$ cat config.mk
export PLATFORM = sky130hd
export DESIGN_NAME = ctp_compare_pwm
export DESIGN_NICKNAME = d
export VERILOG_FILES = /design/src/core/ctp_pkg.sv /design/src/core/ctp_channel.sv /design/src/core/ctp_compare_pwm.sv
export VERILOG_INCLUDE_DIRS = /design/src /design/src/core
export SDC_FILE = /design/constraint.sdc
export NUM_CORES = 1
export LEC_CHECK = 0
export BUFFER_PORTS_ARGS = -buffer_cell sky130_fd_sc_hd__buf_2
export CAP_MARGIN = 20
export CORE_ASPECT_RATIO = 1.25
export CORE_MARGIN = 10
export CORE_UTILIZATION = 57
export DETAILED_ROUTE_END_ITERATION = 8
export PLACE_DENSITY = 0.77
export SLEW_MARGIN = 40
export SYNTH_ARGS = -nofsm -noshare
export SYNTH_HDL_FRONTEND = slang
export SYNTH_SLANG_ARGS = --single-unit
$ cat constraint.sdc
create_clock -name i_ref_clk -period 3.75 [get_ports i_ref_clk]
set_clock_uncertainty 0.2 [all_clocks]
set_input_delay 0.375 -clock i_ref_clk [delete_from_list [all_inputs] [get_ports i_ref_clk]]
set_output_delay 0.375 -clock i_ref_clk [all_outputs]
set_load 0.05 [all_outputs]
$ cat src/core/ctp_consts.svh
`ifndef CTP_CONSTS_SVH
`define CTP_CONSTS_SVH
`define CTP_NCH 8
`define CTP_ADDR_SEL 8'hF7
`define CTP_ADDR_EN 8'hF6
`define CTP_CM_PAGE 4'h2
`define CTP_ADDR_REL_LO 8'h30
`define CTP_ADDR_REL_HI 8'h31
`define CTP_ADDR_CTRL 8'h32
`define CTP_ADDR_CLRP 8'h33
`define CTP_ADDR_CNT_LO 8'h34
`define CTP_ADDR_CNT_HI 8'h35
`define CTP_PSC_LSB 0
`define CTP_PSC_MSB 2
`define CTP_FLAG_BIT 3
`define CTP_RUN_BIT 4
`define CTP_RST_BYTE 8'h00
`define CTP_RST_WORD 16'h0000
`define CTP_ALL_ONES 16'hFFFF
`define CTP_ONE_WORD 16'h0001
`define CTP_ONE_BYTE 8'h01
`define CTP_RST_PSC 3'h0
`endif

$ cat src/core/ctp_pkg.sv
package ctp_pkg;
  typedef logic [7:0] ctp_byte_type;
  typedef logic [15:0] ctp_word_type;
  typedef enum logic [1:0] {
    CTP_IDLE = 2'b01,
    CTP_RUN = 2'b10
  } ctp_tmr_state_type;
endpackage : ctp_pkg

$ cat src/core/ctp_channel.sv
`timescale 1ns/1ps
`include "ctp_consts.svh"
module ctp_channel (
  input logic i_ref_clk,
  input logic i_nrst,
  input logic i_wr_lo,
  input logic i_wr_hi,
  input ctp_pkg::ctp_byte_type i_wdata,
  input logic i_sel,
  input logic i_en,
  input logic i_en_rise,
  input logic i_clr,
  input logic i_tick,
  input logic i_ovf,
  input ctp_pkg::ctp_word_type i_count_n,
  output ctp_pkg::ctp_word_type o_reg_latch,
  output logic o_out
);
  import ctp_pkg::*;

  ctp_word_type reg_q;
  ctp_word_type active_q;
  ctp_word_type active_n;
  logic arm_q;
  logic load;

  // The overflow load uses the latch content from before a same-cycle write.
  assign load = i_sel && i_ovf && arm_q;
  assign o_reg_latch = reg_q;

  always_comb begin
    active_n = load ? reg_q : active_q;
  end

  always_ff @(posedge i_ref_clk) begin
    if (!i_nrst) begin
      reg_q <= `CTP_RST_WORD;
    end else if (i_wr_lo) begin
      reg_q[7:0] <= i_wdata;
    end else if (i_wr_hi) begin
      reg_q[15:8] <= i_wdata;
    end
  end

  // A low byte write in the overflow cycle keeps the arm set for the next overflow.
  always_ff @(posedge i_ref_clk) begin
    if (!i_nrst) begin
      arm_q <= 1'b0;
    end else if (i_wr_lo && i_sel) begin
      arm_q <= 1'b1;
    end else if (load) begin
      arm_q <= 1'b0;
    end
  end

  always_ff @(posedge i_ref_clk) begin
    if (!i_nrst) begin
      active_q <= `CTP_RST_WORD;
    end else if (!i_sel && i_wr_lo) begin
      active_q <= {reg_q[15:8], i_wdata};
    end else if (load) begin
      active_q <= reg_q;
    end
  end

  always_ff @(posedge i_ref_clk) begin
    if (!i_nrst) begin
      o_out <= 1'b0;
    end else if (!i_en || i_en_rise || i_clr) begin
      o_out <= 1'b0;
    end else if (i_sel && i_tick) begin
      if (i_count_n == active_n) begin
        o_out <= 1'b1;
      end else if (i_ovf) begin
        o_out <= 1'b0;
      end
    end
  end
endmodule : ctp_channel

$ cat src/core/ctp_compare_pwm.sv
`timescale 1ns/1ps
`include "ctp_consts.svh"
module ctp_compare_pwm (
  input logic i_ref_clk,
  input logic i_nrst,
  input ctp_pkg::ctp_byte_type i_addr,
  input ctp_pkg::ctp_byte_type i_wdata,
  input logic i_wr,
  input logic i_rd,
  output ctp_pkg::ctp_byte_type o_rdata,
  output logic [`CTP_NCH-1:0] o_cmp_pin,
  output logic [`CTP_NCH-1:0] o_cmp_oe,
  output logic o_overflow_flag,
  output ctp_pkg::ctp_tmr_state_type o_timer_state
);
  import ctp_pkg::*;

  // Returns {hit, channel index} for the compare value byte window.
  function automatic logic [3:0] cm_decode(input ctp_byte_type a);
    cm_decode = {(a[7:4] == `CTP_CM_PAGE), a[3:1]};
  endfunction : cm_decode

  ctp_byte_type sel_q;
  ctp_byte_type en_q;
  ctp_word_type reload_q;
  ctp_word_type count_q;
  ctp_word_type count_n;
  logic [2:0] psc_q;
  ctp_byte_type pre_q;
  ctp_byte_type pre_lim;
  ctp_tmr_state_type state_q;
  logic running;
  logic tick;
  logic ovf;
  logic flag_q;
  logic start;
  logic wr_ctrl;
  logic [3:0] wdec;
  logic [3:0] rdec;
  ctp_byte_type rd_d;
  ctp_word_type reg_latch [`CTP_NCH];
  logic [`CTP_NCH-1:0] wr_lo;
  logic [`CTP_NCH-1:0] wr_hi;
  logic [`CTP_NCH-1:0] en_rise;
  logic [`CTP_NCH-1:0] clr;

  assign wdec = cm_decode(i_addr);
  assign rdec = cm_decode(i_addr);
  assign running = (state_q == CTP_RUN);
  assign start = i_wr && (i_addr == `CTP_ADDR_REL_LO);
  assign wr_ctrl = i_wr && (i_addr == `CTP_ADDR_CTRL);

  // Prescaler divides the machine-state rate by two to the power psc_q.
  assign pre_lim = 8'((`CTP_ONE_BYTE << psc_q) - `CTP_ONE_BYTE);
  assign tick = running && (pre_q == pre_lim) && !start;
  assign ovf = tick && (count_q == `CTP_ALL_ONES);
  assign count_n = ovf ? reload_q : 16'(count_q + `CTP_ONE_WORD);

  always_ff @(posedge i_ref_clk) begin
    if (!i_nrst) begin
      sel_q <= `CTP_RST_BYTE;
    end else if (i_wr && i_addr == `CTP_ADDR_SEL) begin
      sel_q <= i_wdata;
    end
  end

  always_ff @(posedge i_ref_clk) begin
    if (!i_nrst) begin
      en_q <= `CTP_RST_BYTE;
    end else if (i_wr && i_addr == `CTP_ADDR_EN) begin
      en_q <= i_wdata;
    end
  end

  // The pin enable follows the enable bit so the pin carries the compare.
  always_ff @(posedge i_ref_clk) begin
    if (!i_nrst) begin
      o_cmp_oe <= `CTP_RST_BYTE;
    end else if (i_wr && i_addr == `CTP_ADDR_EN) begin
      o_cmp_oe <= i_wdata;
    end
  end

  always_ff @(posedge i_ref_clk) begin
    if (!i_nrst) begin
      psc_q <= `CTP_RST_PSC;
    end else if (wr_ctrl) begin
      psc_q <= i_wdata[`CTP_PSC_MSB:`CTP_PSC_LSB];
    end
  end

  always_ff @(posedge i_ref_clk) begin
    if (!i_nrst) begin
      reload_q <= `CTP_RST_WORD;
    end else if (start) begin
      reload_q[7:0] <= i_wdata;
    end else if (i_wr && i_addr == `CTP_ADDR_REL_HI) begin
      reload_q[15:8] <= i_wdata;
    end
  end

  // A reload write restarts the prescaler so the first period is whole.
  always_ff @(posedge i_ref_clk) begin
    if (!i_nrst) begin
      pre_q <= `CTP_RST_BYTE;
    end else if (start || tick || pre_q >= pre_lim) begin
      pre_q <= `CTP_RST_BYTE;
    end else if (running) begin
      pre_q <= 8'(pre_q + `CTP_ONE_BYTE);
    end
  end

  always_ff @(posedge i_ref_clk) begin
    if (!i_nrst) begin
      state_q <= CTP_IDLE;
    end else begin
      case (state_q)
        CTP_IDLE: begin
          if (start) begin
            state_q <= CTP_RUN;
          end
        end
        CTP_RUN: begin
          state_q <= CTP_RUN;
        end
        default: begin
          state_q <= CTP_IDLE;
        end
      endcase
    end
  end

  always_ff @(posedge i_ref_clk) begin
    if (!i_nrst) begin
      o_timer_state <= CTP_IDLE;
    end else if (start) begin
      o_timer_state <= CTP_RUN;
    end
  end

  always_ff @(posedge i_ref_clk) begin
    if (!i_nrst) begin
      count_q <= `CTP_RST_WORD;
    end else if (start) begin
      count_q <= {reload_q[15:8], i_wdata};
    end else if (tick) begin
      count_q <= count_n;
    end
  end

  // Writing the control byte with the flag bit at zero clears the flag.
  // An overflow in the same cycle wins so no period start is missed.
  always_ff @(posedge i_ref_clk) begin
    if (!i_nrst) begin
      flag_q <= 1'b0;
    end else if (ovf) begin
      flag_q <= 1'b1;
    end else if (wr_ctrl && !i_wdata[`CTP_FLAG_BIT]) begin
      flag_q <= 1'b0;
    end
  end

  always_ff @(posedge i_ref_clk) begin
    if (!i_nrst) begin
      o_overflow_flag <= 1'b0;
    end else if (ovf) begin
      o_overflow_flag <= 1'b1;
    end else if (wr_ctrl && !i_wdata[`CTP_FLAG_BIT]) begin
      o_overflow_flag <= 1'b0;
    end
  end

  // The channels expose no request line; software polls or uses the flag.
  genvar gi;
  generate
    for (gi = 0; gi < `CTP_NCH; gi++) begin : g_ch
      assign wr_lo[gi] = i_wr && wdec[3] && (wdec[2:0] == 3'(gi)) &&
                         !i_addr[0];
      assign wr_hi[gi] = i_wr && wdec[3] && (wdec[2:0] == 3'(gi)) &&
                         i_addr[0];
      assign en_rise[gi] = i_wr && (i_addr == `CTP_ADDR_EN) &&
                           i_wdata[gi] && !en_q[gi];
      assign clr[gi] = i_wr && (i_addr == `CTP_ADDR_CLRP) && i_wdata[gi];
      ctp_channel u_ch (
        .i_ref_clk(i_ref_clk),
        .i_nrst(i_nrst),
        .i_wr_lo(wr_lo[gi]),
        .i_wr_hi(wr_hi[gi]),
        .i_wdata(i_wdata),
        .i_sel(sel_q[gi]),
        .i_en(en_q[gi]),
        .i_en_rise(en_rise[gi]),
        .i_clr(clr[gi]),
        .i_tick(tick),
        .i_ovf(ovf),
        .i_count_n(count_n),
        .o_reg_latch(reg_latch[gi]),
        .o_out(o_cmp_pin[gi])
      );
    end
  endgenerate

  always_comb begin
    rd_d = `CTP_RST_BYTE;
    if (rdec[3]) begin
      rd_d = i_addr[0] ? reg_latch[rdec[2:0]][15:8] :
                         reg_latch[rdec[2:0]][7:0];
    end else begin
      case (i_addr)
        `CTP_ADDR_SEL: rd_d = sel_q;
        `CTP_ADDR_EN: rd_d = en_q;
        `CTP_ADDR_REL_LO: rd_d = reload_q[7:0];
        `CTP_ADDR_REL_HI: rd_d = reload_q[15:8];
        `CTP_ADDR_CTRL: begin
          rd_d[`CTP_PSC_MSB:`CTP_PSC_LSB] = psc_q;
          rd_d[`CTP_FLAG_BIT] = flag_q;
          rd_d[`CTP_RUN_BIT] = running;
        end
        `CTP_ADDR_CNT_LO: rd_d = count_q[7:0];
        `CTP_ADDR_CNT_HI: rd_d = count_q[15:8];
        default: rd_d = `CTP_RST_BYTE;
      endcase
    end
  end

  // Read data stand only in the cycle after the strobe.
  always_ff @(posedge i_ref_clk) begin
    if (!i_nrst) begin
      o_rdata <= `CTP_RST_BYTE;
    end else if (i_rd) begin
      o_rdata <= rd_d;
    end else begin
      o_rdata <= `CTP_RST_BYTE;
    end
  end
endmodule : ctp_compare_pwm

==> impl_metrics.tcl, run 1 <==
set metrics [dict create \
    drtAntennaViolNets 0 \
    place_area_um2 19300 \
    cp_max_fo 6 \
    p_leak_nw 8.47 \
    core_area_um2 31800 \
    gp_congestion 1.04 \
    drtIter0Drc 2331 \
    ys_ff_latch 344 \
    cts_max_level 2 \
    grt_start_max_net_pins 134 \
    met1_length_um 23300 \
    syn_area_per_cell_um2 9.26 \
    top_layer "met5" \
    syn-num-nets 2018 \
    wire_per_inst_um 25.4 \
    timing.slew.headroom_pct 53.4 \
    cts_hold_buf 0 \
    grt_pass1_vias 15300 \
    ys_seq_area_share_pct 37.5 \
    rows 73 \
    antenna_found_initial 1 \
    place_ws_ns -0.0247 \
    synth_edf_count 0 \
    mostFrequentLayoutCell "nand2_1" \
    clkLatencyLatePin_ns 0.54 \
    vias 15900 \
    dp_hpwl_um 42100 \
    stdcell_count 2458 \
    power_density_nw_per_um2 378 \
    async_flop_share_pct 0 \
    cts_buffer_depth 3 \
    die_h_um 221 \
    worst_slack_ns 0.0711 \
    syn_to_final_growth_pct 14.4 \
    cap_violations 0 \
    initial_core_util_pct 57.8 \
    rsz0062_at_grt "yes" \
    startpoint_type "flip-flop" \
    die_x_um 181 \
    synth-main-ff-cell "dfxtp_1" \
    hold_path_class "input pin to flip-flop" \
    wl_met3_um 6700 \
    final_nets 2053 \
    io_pins 47 \
    fmax_mhz 272 \
    root_buffer "clkbuf_16" \
    worstSetupPathType "flip-flop to flip-flop" \
    avgViaCountPerCell 6.46 \
    syn_inst 1986 \
    crit_arrival_ns 3.95 \
    drtPass1Iterations 6 \
    path_clk_slew_ns 0.07 \
    post-route-period-util_pct 98.1 \
    final_cell_mix "nand2_1, dfxtp_1, mux2i_1" \
    cts_tree "done" \
    max-vdd-ir-drop_uv 483 \
    drc 0 \
    fin_tns_setup_ns 0 \
    numPortBuffers 46 \
    drv_slew 0 \
    yosysWarnings 0 \
    status "complete, no violations" \
    grt_pass1_wl_um 93500 \
    hp-start "i_rd" \
    min_period_ns 3.68 \
    rr_startpoint "psc_q[2]$_SDFFE_PN0P_" \
    post_synth_num_cell_types 67 \
    cts_buffers 35 \
    wl_um 62400 \
    grt_usage_pct 30.1 \
    grt.overflow.total 0 \
    cts.sinks 344 \
    fin_area_um2 21000 \
    dr_wl_met2_um 27400 \
    cp.required_ns 4.02 \
    place_inst 2371 \
    worst_slew_pin_slew_ns 0.697 \
    postLayoutCoreUtil_pct 66.2 \
    antenna_cells 0 \
    synthesis.area_um2 18400 \
    setup_viol 0 \
    startpoint "psc_q[2]$_SDFFE_PN0P_" \
    cp-end-kind "flip-flop" \
    die_area_um2 39900 \
    layout-drive-gt1-share_pct 16.7 \
    hold_viol 0 \
]
## per-layer routing
| layer | vias to the layer above | GRT usage, % |
|---|---|---|
| li1 | 7011 | - |
| met5 | - | 0 |
| met4 | 2 | 21.2 |
| met2 | 1049 | 46.8 |
| met1 | 7519 | 36.8 |
| met3 | 291 | 6.54 |
## area by class of cell
| type | count | area (um2) |
|---|---|---|
| multi-input cells | 1453 | 10900 |
| fillers | 2471 | 10700 |
| flip-flops and latches | 344 | 6890 |
| repair buffers | 175 | 1470 |
| clock buffers | 51 | 1070 |
| well taps | 412 | 515 |
| clock inverters | 11 | 110 |
| inverters | 12 | 45.0 |
## report_power, final
part,switching [mW],total [mW],internal (mW)
Sequential,0.0172,3.69,3.67
Clock,1.50,3.62,2.12
Combinational,0.409,0.649,0.239
Total,1.93,7.96,6.03
## Yosys cell counts (4+ instances only)
cell	instances	area, um2
nand2_1	368	1380
dfxtp_1	344	6890
mux2i_1	225	2250
a21boi_0	137	1030
clkbuf_1	126	473
nor2b_1	111	694
xnor2_1	72	631
xor2_1	72	631
o211a_1	69	691
nand3_1	62	310
mux4_2	40	901
nor4_1	27	169
nand4_1	26	163
nor2_1	26	97.6
o21ai_0	26	130
a21oi_1	22	110
buf_4	22	165
buf_2	16	80.1
nor3_1	16	80.1
ha_1	12	150
a222oi_1	11	110
inv_1	10	37.5
nand2b_1	10	62.6
and2_1	9	56.3
a22oi_1	8	60.1
a31oi_1	8	50.1
a21o_1	7	52.6
o211ai_1	7	52.6
or3_1	7	43.8
and3_1	6	37.5
buf_1	6	22.5
mux2i_2	6	82.6
a221oi_1	5	43.8
a22o_1	5	43.8
o21ai_1	5	25.0
or2_2	5	31.3
a211oi_1	4	30.0
buf_6	4	45.0
or4_1	4	30.0
## repair_timing
item / CTS / global route
endpoints found under the setup margin: 3 / 8
pin swaps: 10 / 12
gates cloned: 0 / 1
gates resized for setup: 18 / 30
buffers inserted: 14 / 9
## critical path, stage by stage (launching register included)
cell and delay, ns:
dfxtp_4 0.36, or3_4 0.39, ha_4 0.27, nand4_1 0.09
or4_4 0.54, nor3_4 0.21, buf_12 0.18, buf_12 0.14
mux2i_4 0.25, buf_12 0.15, xnor2_1 0.11, nand4_1 0.09
or4_1 0.50, o21ai_1 0.11
## cells by family (layout without fill, tap and decap cells)
family | after synthesis | after routing | synth area share (%)
AO/OA/AOI/OAI | 328 | 328 | 14.0
AND/OR/NAND/NOR | 694 | 694 | 18.3
other | 1 | 1 | 0.0204
multiplexers | 274 | 274 | 17.8
XOR/XNOR | 144 | 144 | 6.86
buffers and inverters | 189 | 249 | 4.74
flip-flops | 344 | 344 | 37.5
adder cells (fa/ha/maj) | 12 | 12 | 0.817
## worst paths after layout
path                                           to  slack, ns  cells past startpoint
hold / removal              o_rdata[0]$_SDFF_PN0_       0.08                      3
setup reg to reg  g_ch[5].u_ch.o_out$_SDFFE_PP0P_       0.07                     13
setup / recovery  g_ch[5].u_ch.o_out$_SDFFE_PP0P_       0.07                     13
hold reg to reg     o_timer_state[0]$_SDFFE_PN1P_       0.24                      2
## flip-flops by register name (all words and copies together) (netlist names)
name	count
pre_q	8
o_rdata	8
reload_q	16
o_timer_state	2
o_overflow_flag	1
g_ch.u_ch.o_reg_latch	128
g_ch.u_ch.arm_q	8
o_cmp_oe	8
count_q	16
sel_q	8
psc_q	3
state_q	2
g_ch.u_ch.o_out	8
g_ch.u_ch.active_q	128
## stage by stage
step | hold WS, ns | power, mW
after floorplan | 0.237 | 4.13
after global placement | 0.226 | 4.36
after detailed placement | 0.239 | 4.37
after CTS | 0.0691 | 7.93
after global routing | 0.0963 | 8.14
final | 0.0836 | 7.96
Note: power is estimated with default switching activity, not from simulation.
==> run 2: changes to the inputs <==
Settings changed: CORE_ASPECT_RATIO 1.25 to 2.
==> run 2 against run 1 <==
Count of clock-buffer cells in the layout down 9. Sequential power about the same. Non-clock buffer count up 30. Global-route usage up 3.0 points. Design area up 2.4%. Hold slack worse by 0.022 ns. Largest cell class unchanged.
==> impl_metrics.tcl, run 2 (same netlist as run 1, synthesis figures left out) <==
set metrics [dict create \
    die_h_um 274 \
    worst_slack_ns 0.00276 \
    multi_input_comb_area_um2 11200 \
    worst_slew_pin_slew_ns 0.805 \
    crit_arrival_ns 4.07 \
    layout-drive-gt1-share_pct 19.4 \
    cts_max_level 1 \
    fmax_mhz 267 \
    grt.overflow.total 0 \
    cts_tree "done" \
    fin_total_pwr_mw 7.98 \
    status "complete, no violations" \
    cap_violations 0 \
    cts.sinks 344 \
    path_clk_slew_ns 0.07 \
    die_x_um 147 \
    cp.required_ns 4.07 \
    grt_usage_pct 33.1 \
    cp_max_fo 7 \
    power_density_nw_per_um2 370 \
    hold_path_class "input pin to flip-flop" \
    hp-start "i_rd" \
    drc 0 \
    drtAntennaViolNets 0 \
    timing.slew.headroom_pct 46.3 \
    startpoint_type "flip-flop" \
    clkLatencyLatePin_ns 0.59 \
    place_ws_ns -0.0587 \
    drv_slew 0 \
    rows 93 \
    vias 16200 \
    setup_viol 0 \
    min_period_ns 3.75 \
    wl_um 69100 \
    die_area_um2 40300 \
    io_pins 47 \
    place_area_um2 19400 \
    root_buffer "clkbuf_16" \
    worstSetupPathType "flip-flop to flip-flop" \
    rr_startpoint "psc_q[2]$_SDFFE_PN0P_" \
    whs_ns 0.0616 \
    drtIter0Drc 1811 \
    antenna_found_initial 1 \
    grt_pass1_wl_um 102000 \
    initial_core_util_pct 57.5 \
    drtPass1Iterations 8 \
    core_area_um2 32000 \
    avgViaCountPerCell 6.49 \
    gp_congestion 1.07 \
    hold_viol 0 \
    regToRegSetupSlack_ns 0.003 \
    post-route-period-util_pct 99.9 \
    whs_endpoint "o_rdata[0]$_SDFF_PN0_" \
    p_leak_nw 8.68 \
    rsz0062_at_grt "yes" \
    r2r_cells 14 \
    worstHoldPathCells 3 \
    dp_hpwl_um 47300 \
    grt_start_max_net_pins 107 \
    wire_per_inst_um 27.7 \
    antenna_cells 0 \
    cts_buffer_depth 3 \
    cp-end-kind "flip-flop" \
    mostFrequentLayoutCell "nand2_1" \
    reg2reg_to "g_ch[7].u_ch.o_out$_SDFFE_PP0P_" \
    numPortBuffers 46 \
    register_area_um2 6890 \
    final_nets 2078 \
    syn_to_final_growth_pct 17.2 \
    num-fill-cells 2425 \
    max-vdd-ir-drop_uv 338 \
    grt_pass1_vias 16100 \
    fin_area_um2 21600 \
    final_cell_mix "nand2_1, dfxtp_1, mux2i_1" \
    cts_buffers 30 \
]
-- run 2: critical path, cell delays in order, from the launching register on --
cell and delay [ns]:
dfxtp_4 0.35, or3_4 0.39, ha_4 0.27, nand4_1 0.11, or4_4 0.52, buf_12 0.19, nor4_4 0.25, buf_4 0.21
buf_12 0.15, buf_4 0.12, mux2i_1 0.25, xor2_1 0.10, nor4_1 0.30, nand4_1 0.12, o21ai_1 0.12
-- run 2: where the power goes --
part           switching [mW]  internal, mW  total, mW
Clock                    1.45          2.22       3.66
Combinational           0.405         0.232      0.636
Sequential             0.0160          3.67       3.69
Total                    1.87          6.12       7.98
-- run 2: area by class of cell --
type	instances	share of cell area (%)
inverter	12	0.209
multi-input combinational	1453	51.9
tap	427	2.48
sequential	344	32.0
timing repair buffer	205	8.00
clock buffer	42	4.16
clock inverter	14	1.28
-- run 2: what timing repair did --
| action | 4_1_cts | 5_1_grt |
|---|---|---|
| endpoints found under the hold margin | 0 | 0 |
| buffers inserted | 29 | 12 |
| cloned | 0 | 4 |
| endpoints found under the setup margin | 7 | 9 |
| pin swaps | 18 | 13 |
| hold buffers | 0 | 0 |
| gates resized for setup | 58 | 46 |
-- run 2: metal layers --
metal	vias to the layer above	global-route usage [%]	part of all wire, %
met4	2	29.8	12
met3	397	6.29	8.9
li1	7070	-	-
met1	7734	35.3	33
met5	-	0	0.019
met2	1014	54.7	47
-- run 2: worst max-delay path by stage --
stage                               start                               to  slack, ns  depth (start not counted)
finish              psc_q[2]$_SDFFE_PN0P_  g_ch[7].u_ch.o_out$_SDFFE_PP0P_      0.003                         14
global route        psc_q[0]$_SDFFE_PN0P_  g_ch[5].u_ch.o_out$_SDFFE_PP0P_      -0.13                         13
floorplan           psc_q[2]$_SDFFE_PN0P_  g_ch[5].u_ch.o_out$_SDFFE_PP0P_      -0.09                         12
detailed placement  psc_q[2]$_SDFFE_PN0P_  g_ch[7].u_ch.o_out$_SDFFE_PP0P_      -0.06                         11
global placement    psc_q[2]$_SDFFE_PN0P_  g_ch[0].u_ch.o_out$_SDFFE_PP0P_       0.03                         13
CTS                 psc_q[2]$_SDFFE_PN0P_  g_ch[5].u_ch.o_out$_SDFFE_PP0P_      -0.07                         13
-- run 2: stage by stage --
stage,util [%],std cells,setup TNS [ns]
after CTS,66.0,2480,-0.138
final,67.4,2497,0
after global routing,67.4,2497,-0.396
after detailed placement,60.6,2396,-0.238
after floorplan,-,1986,-0.167
after global placement,60.6,2396,0
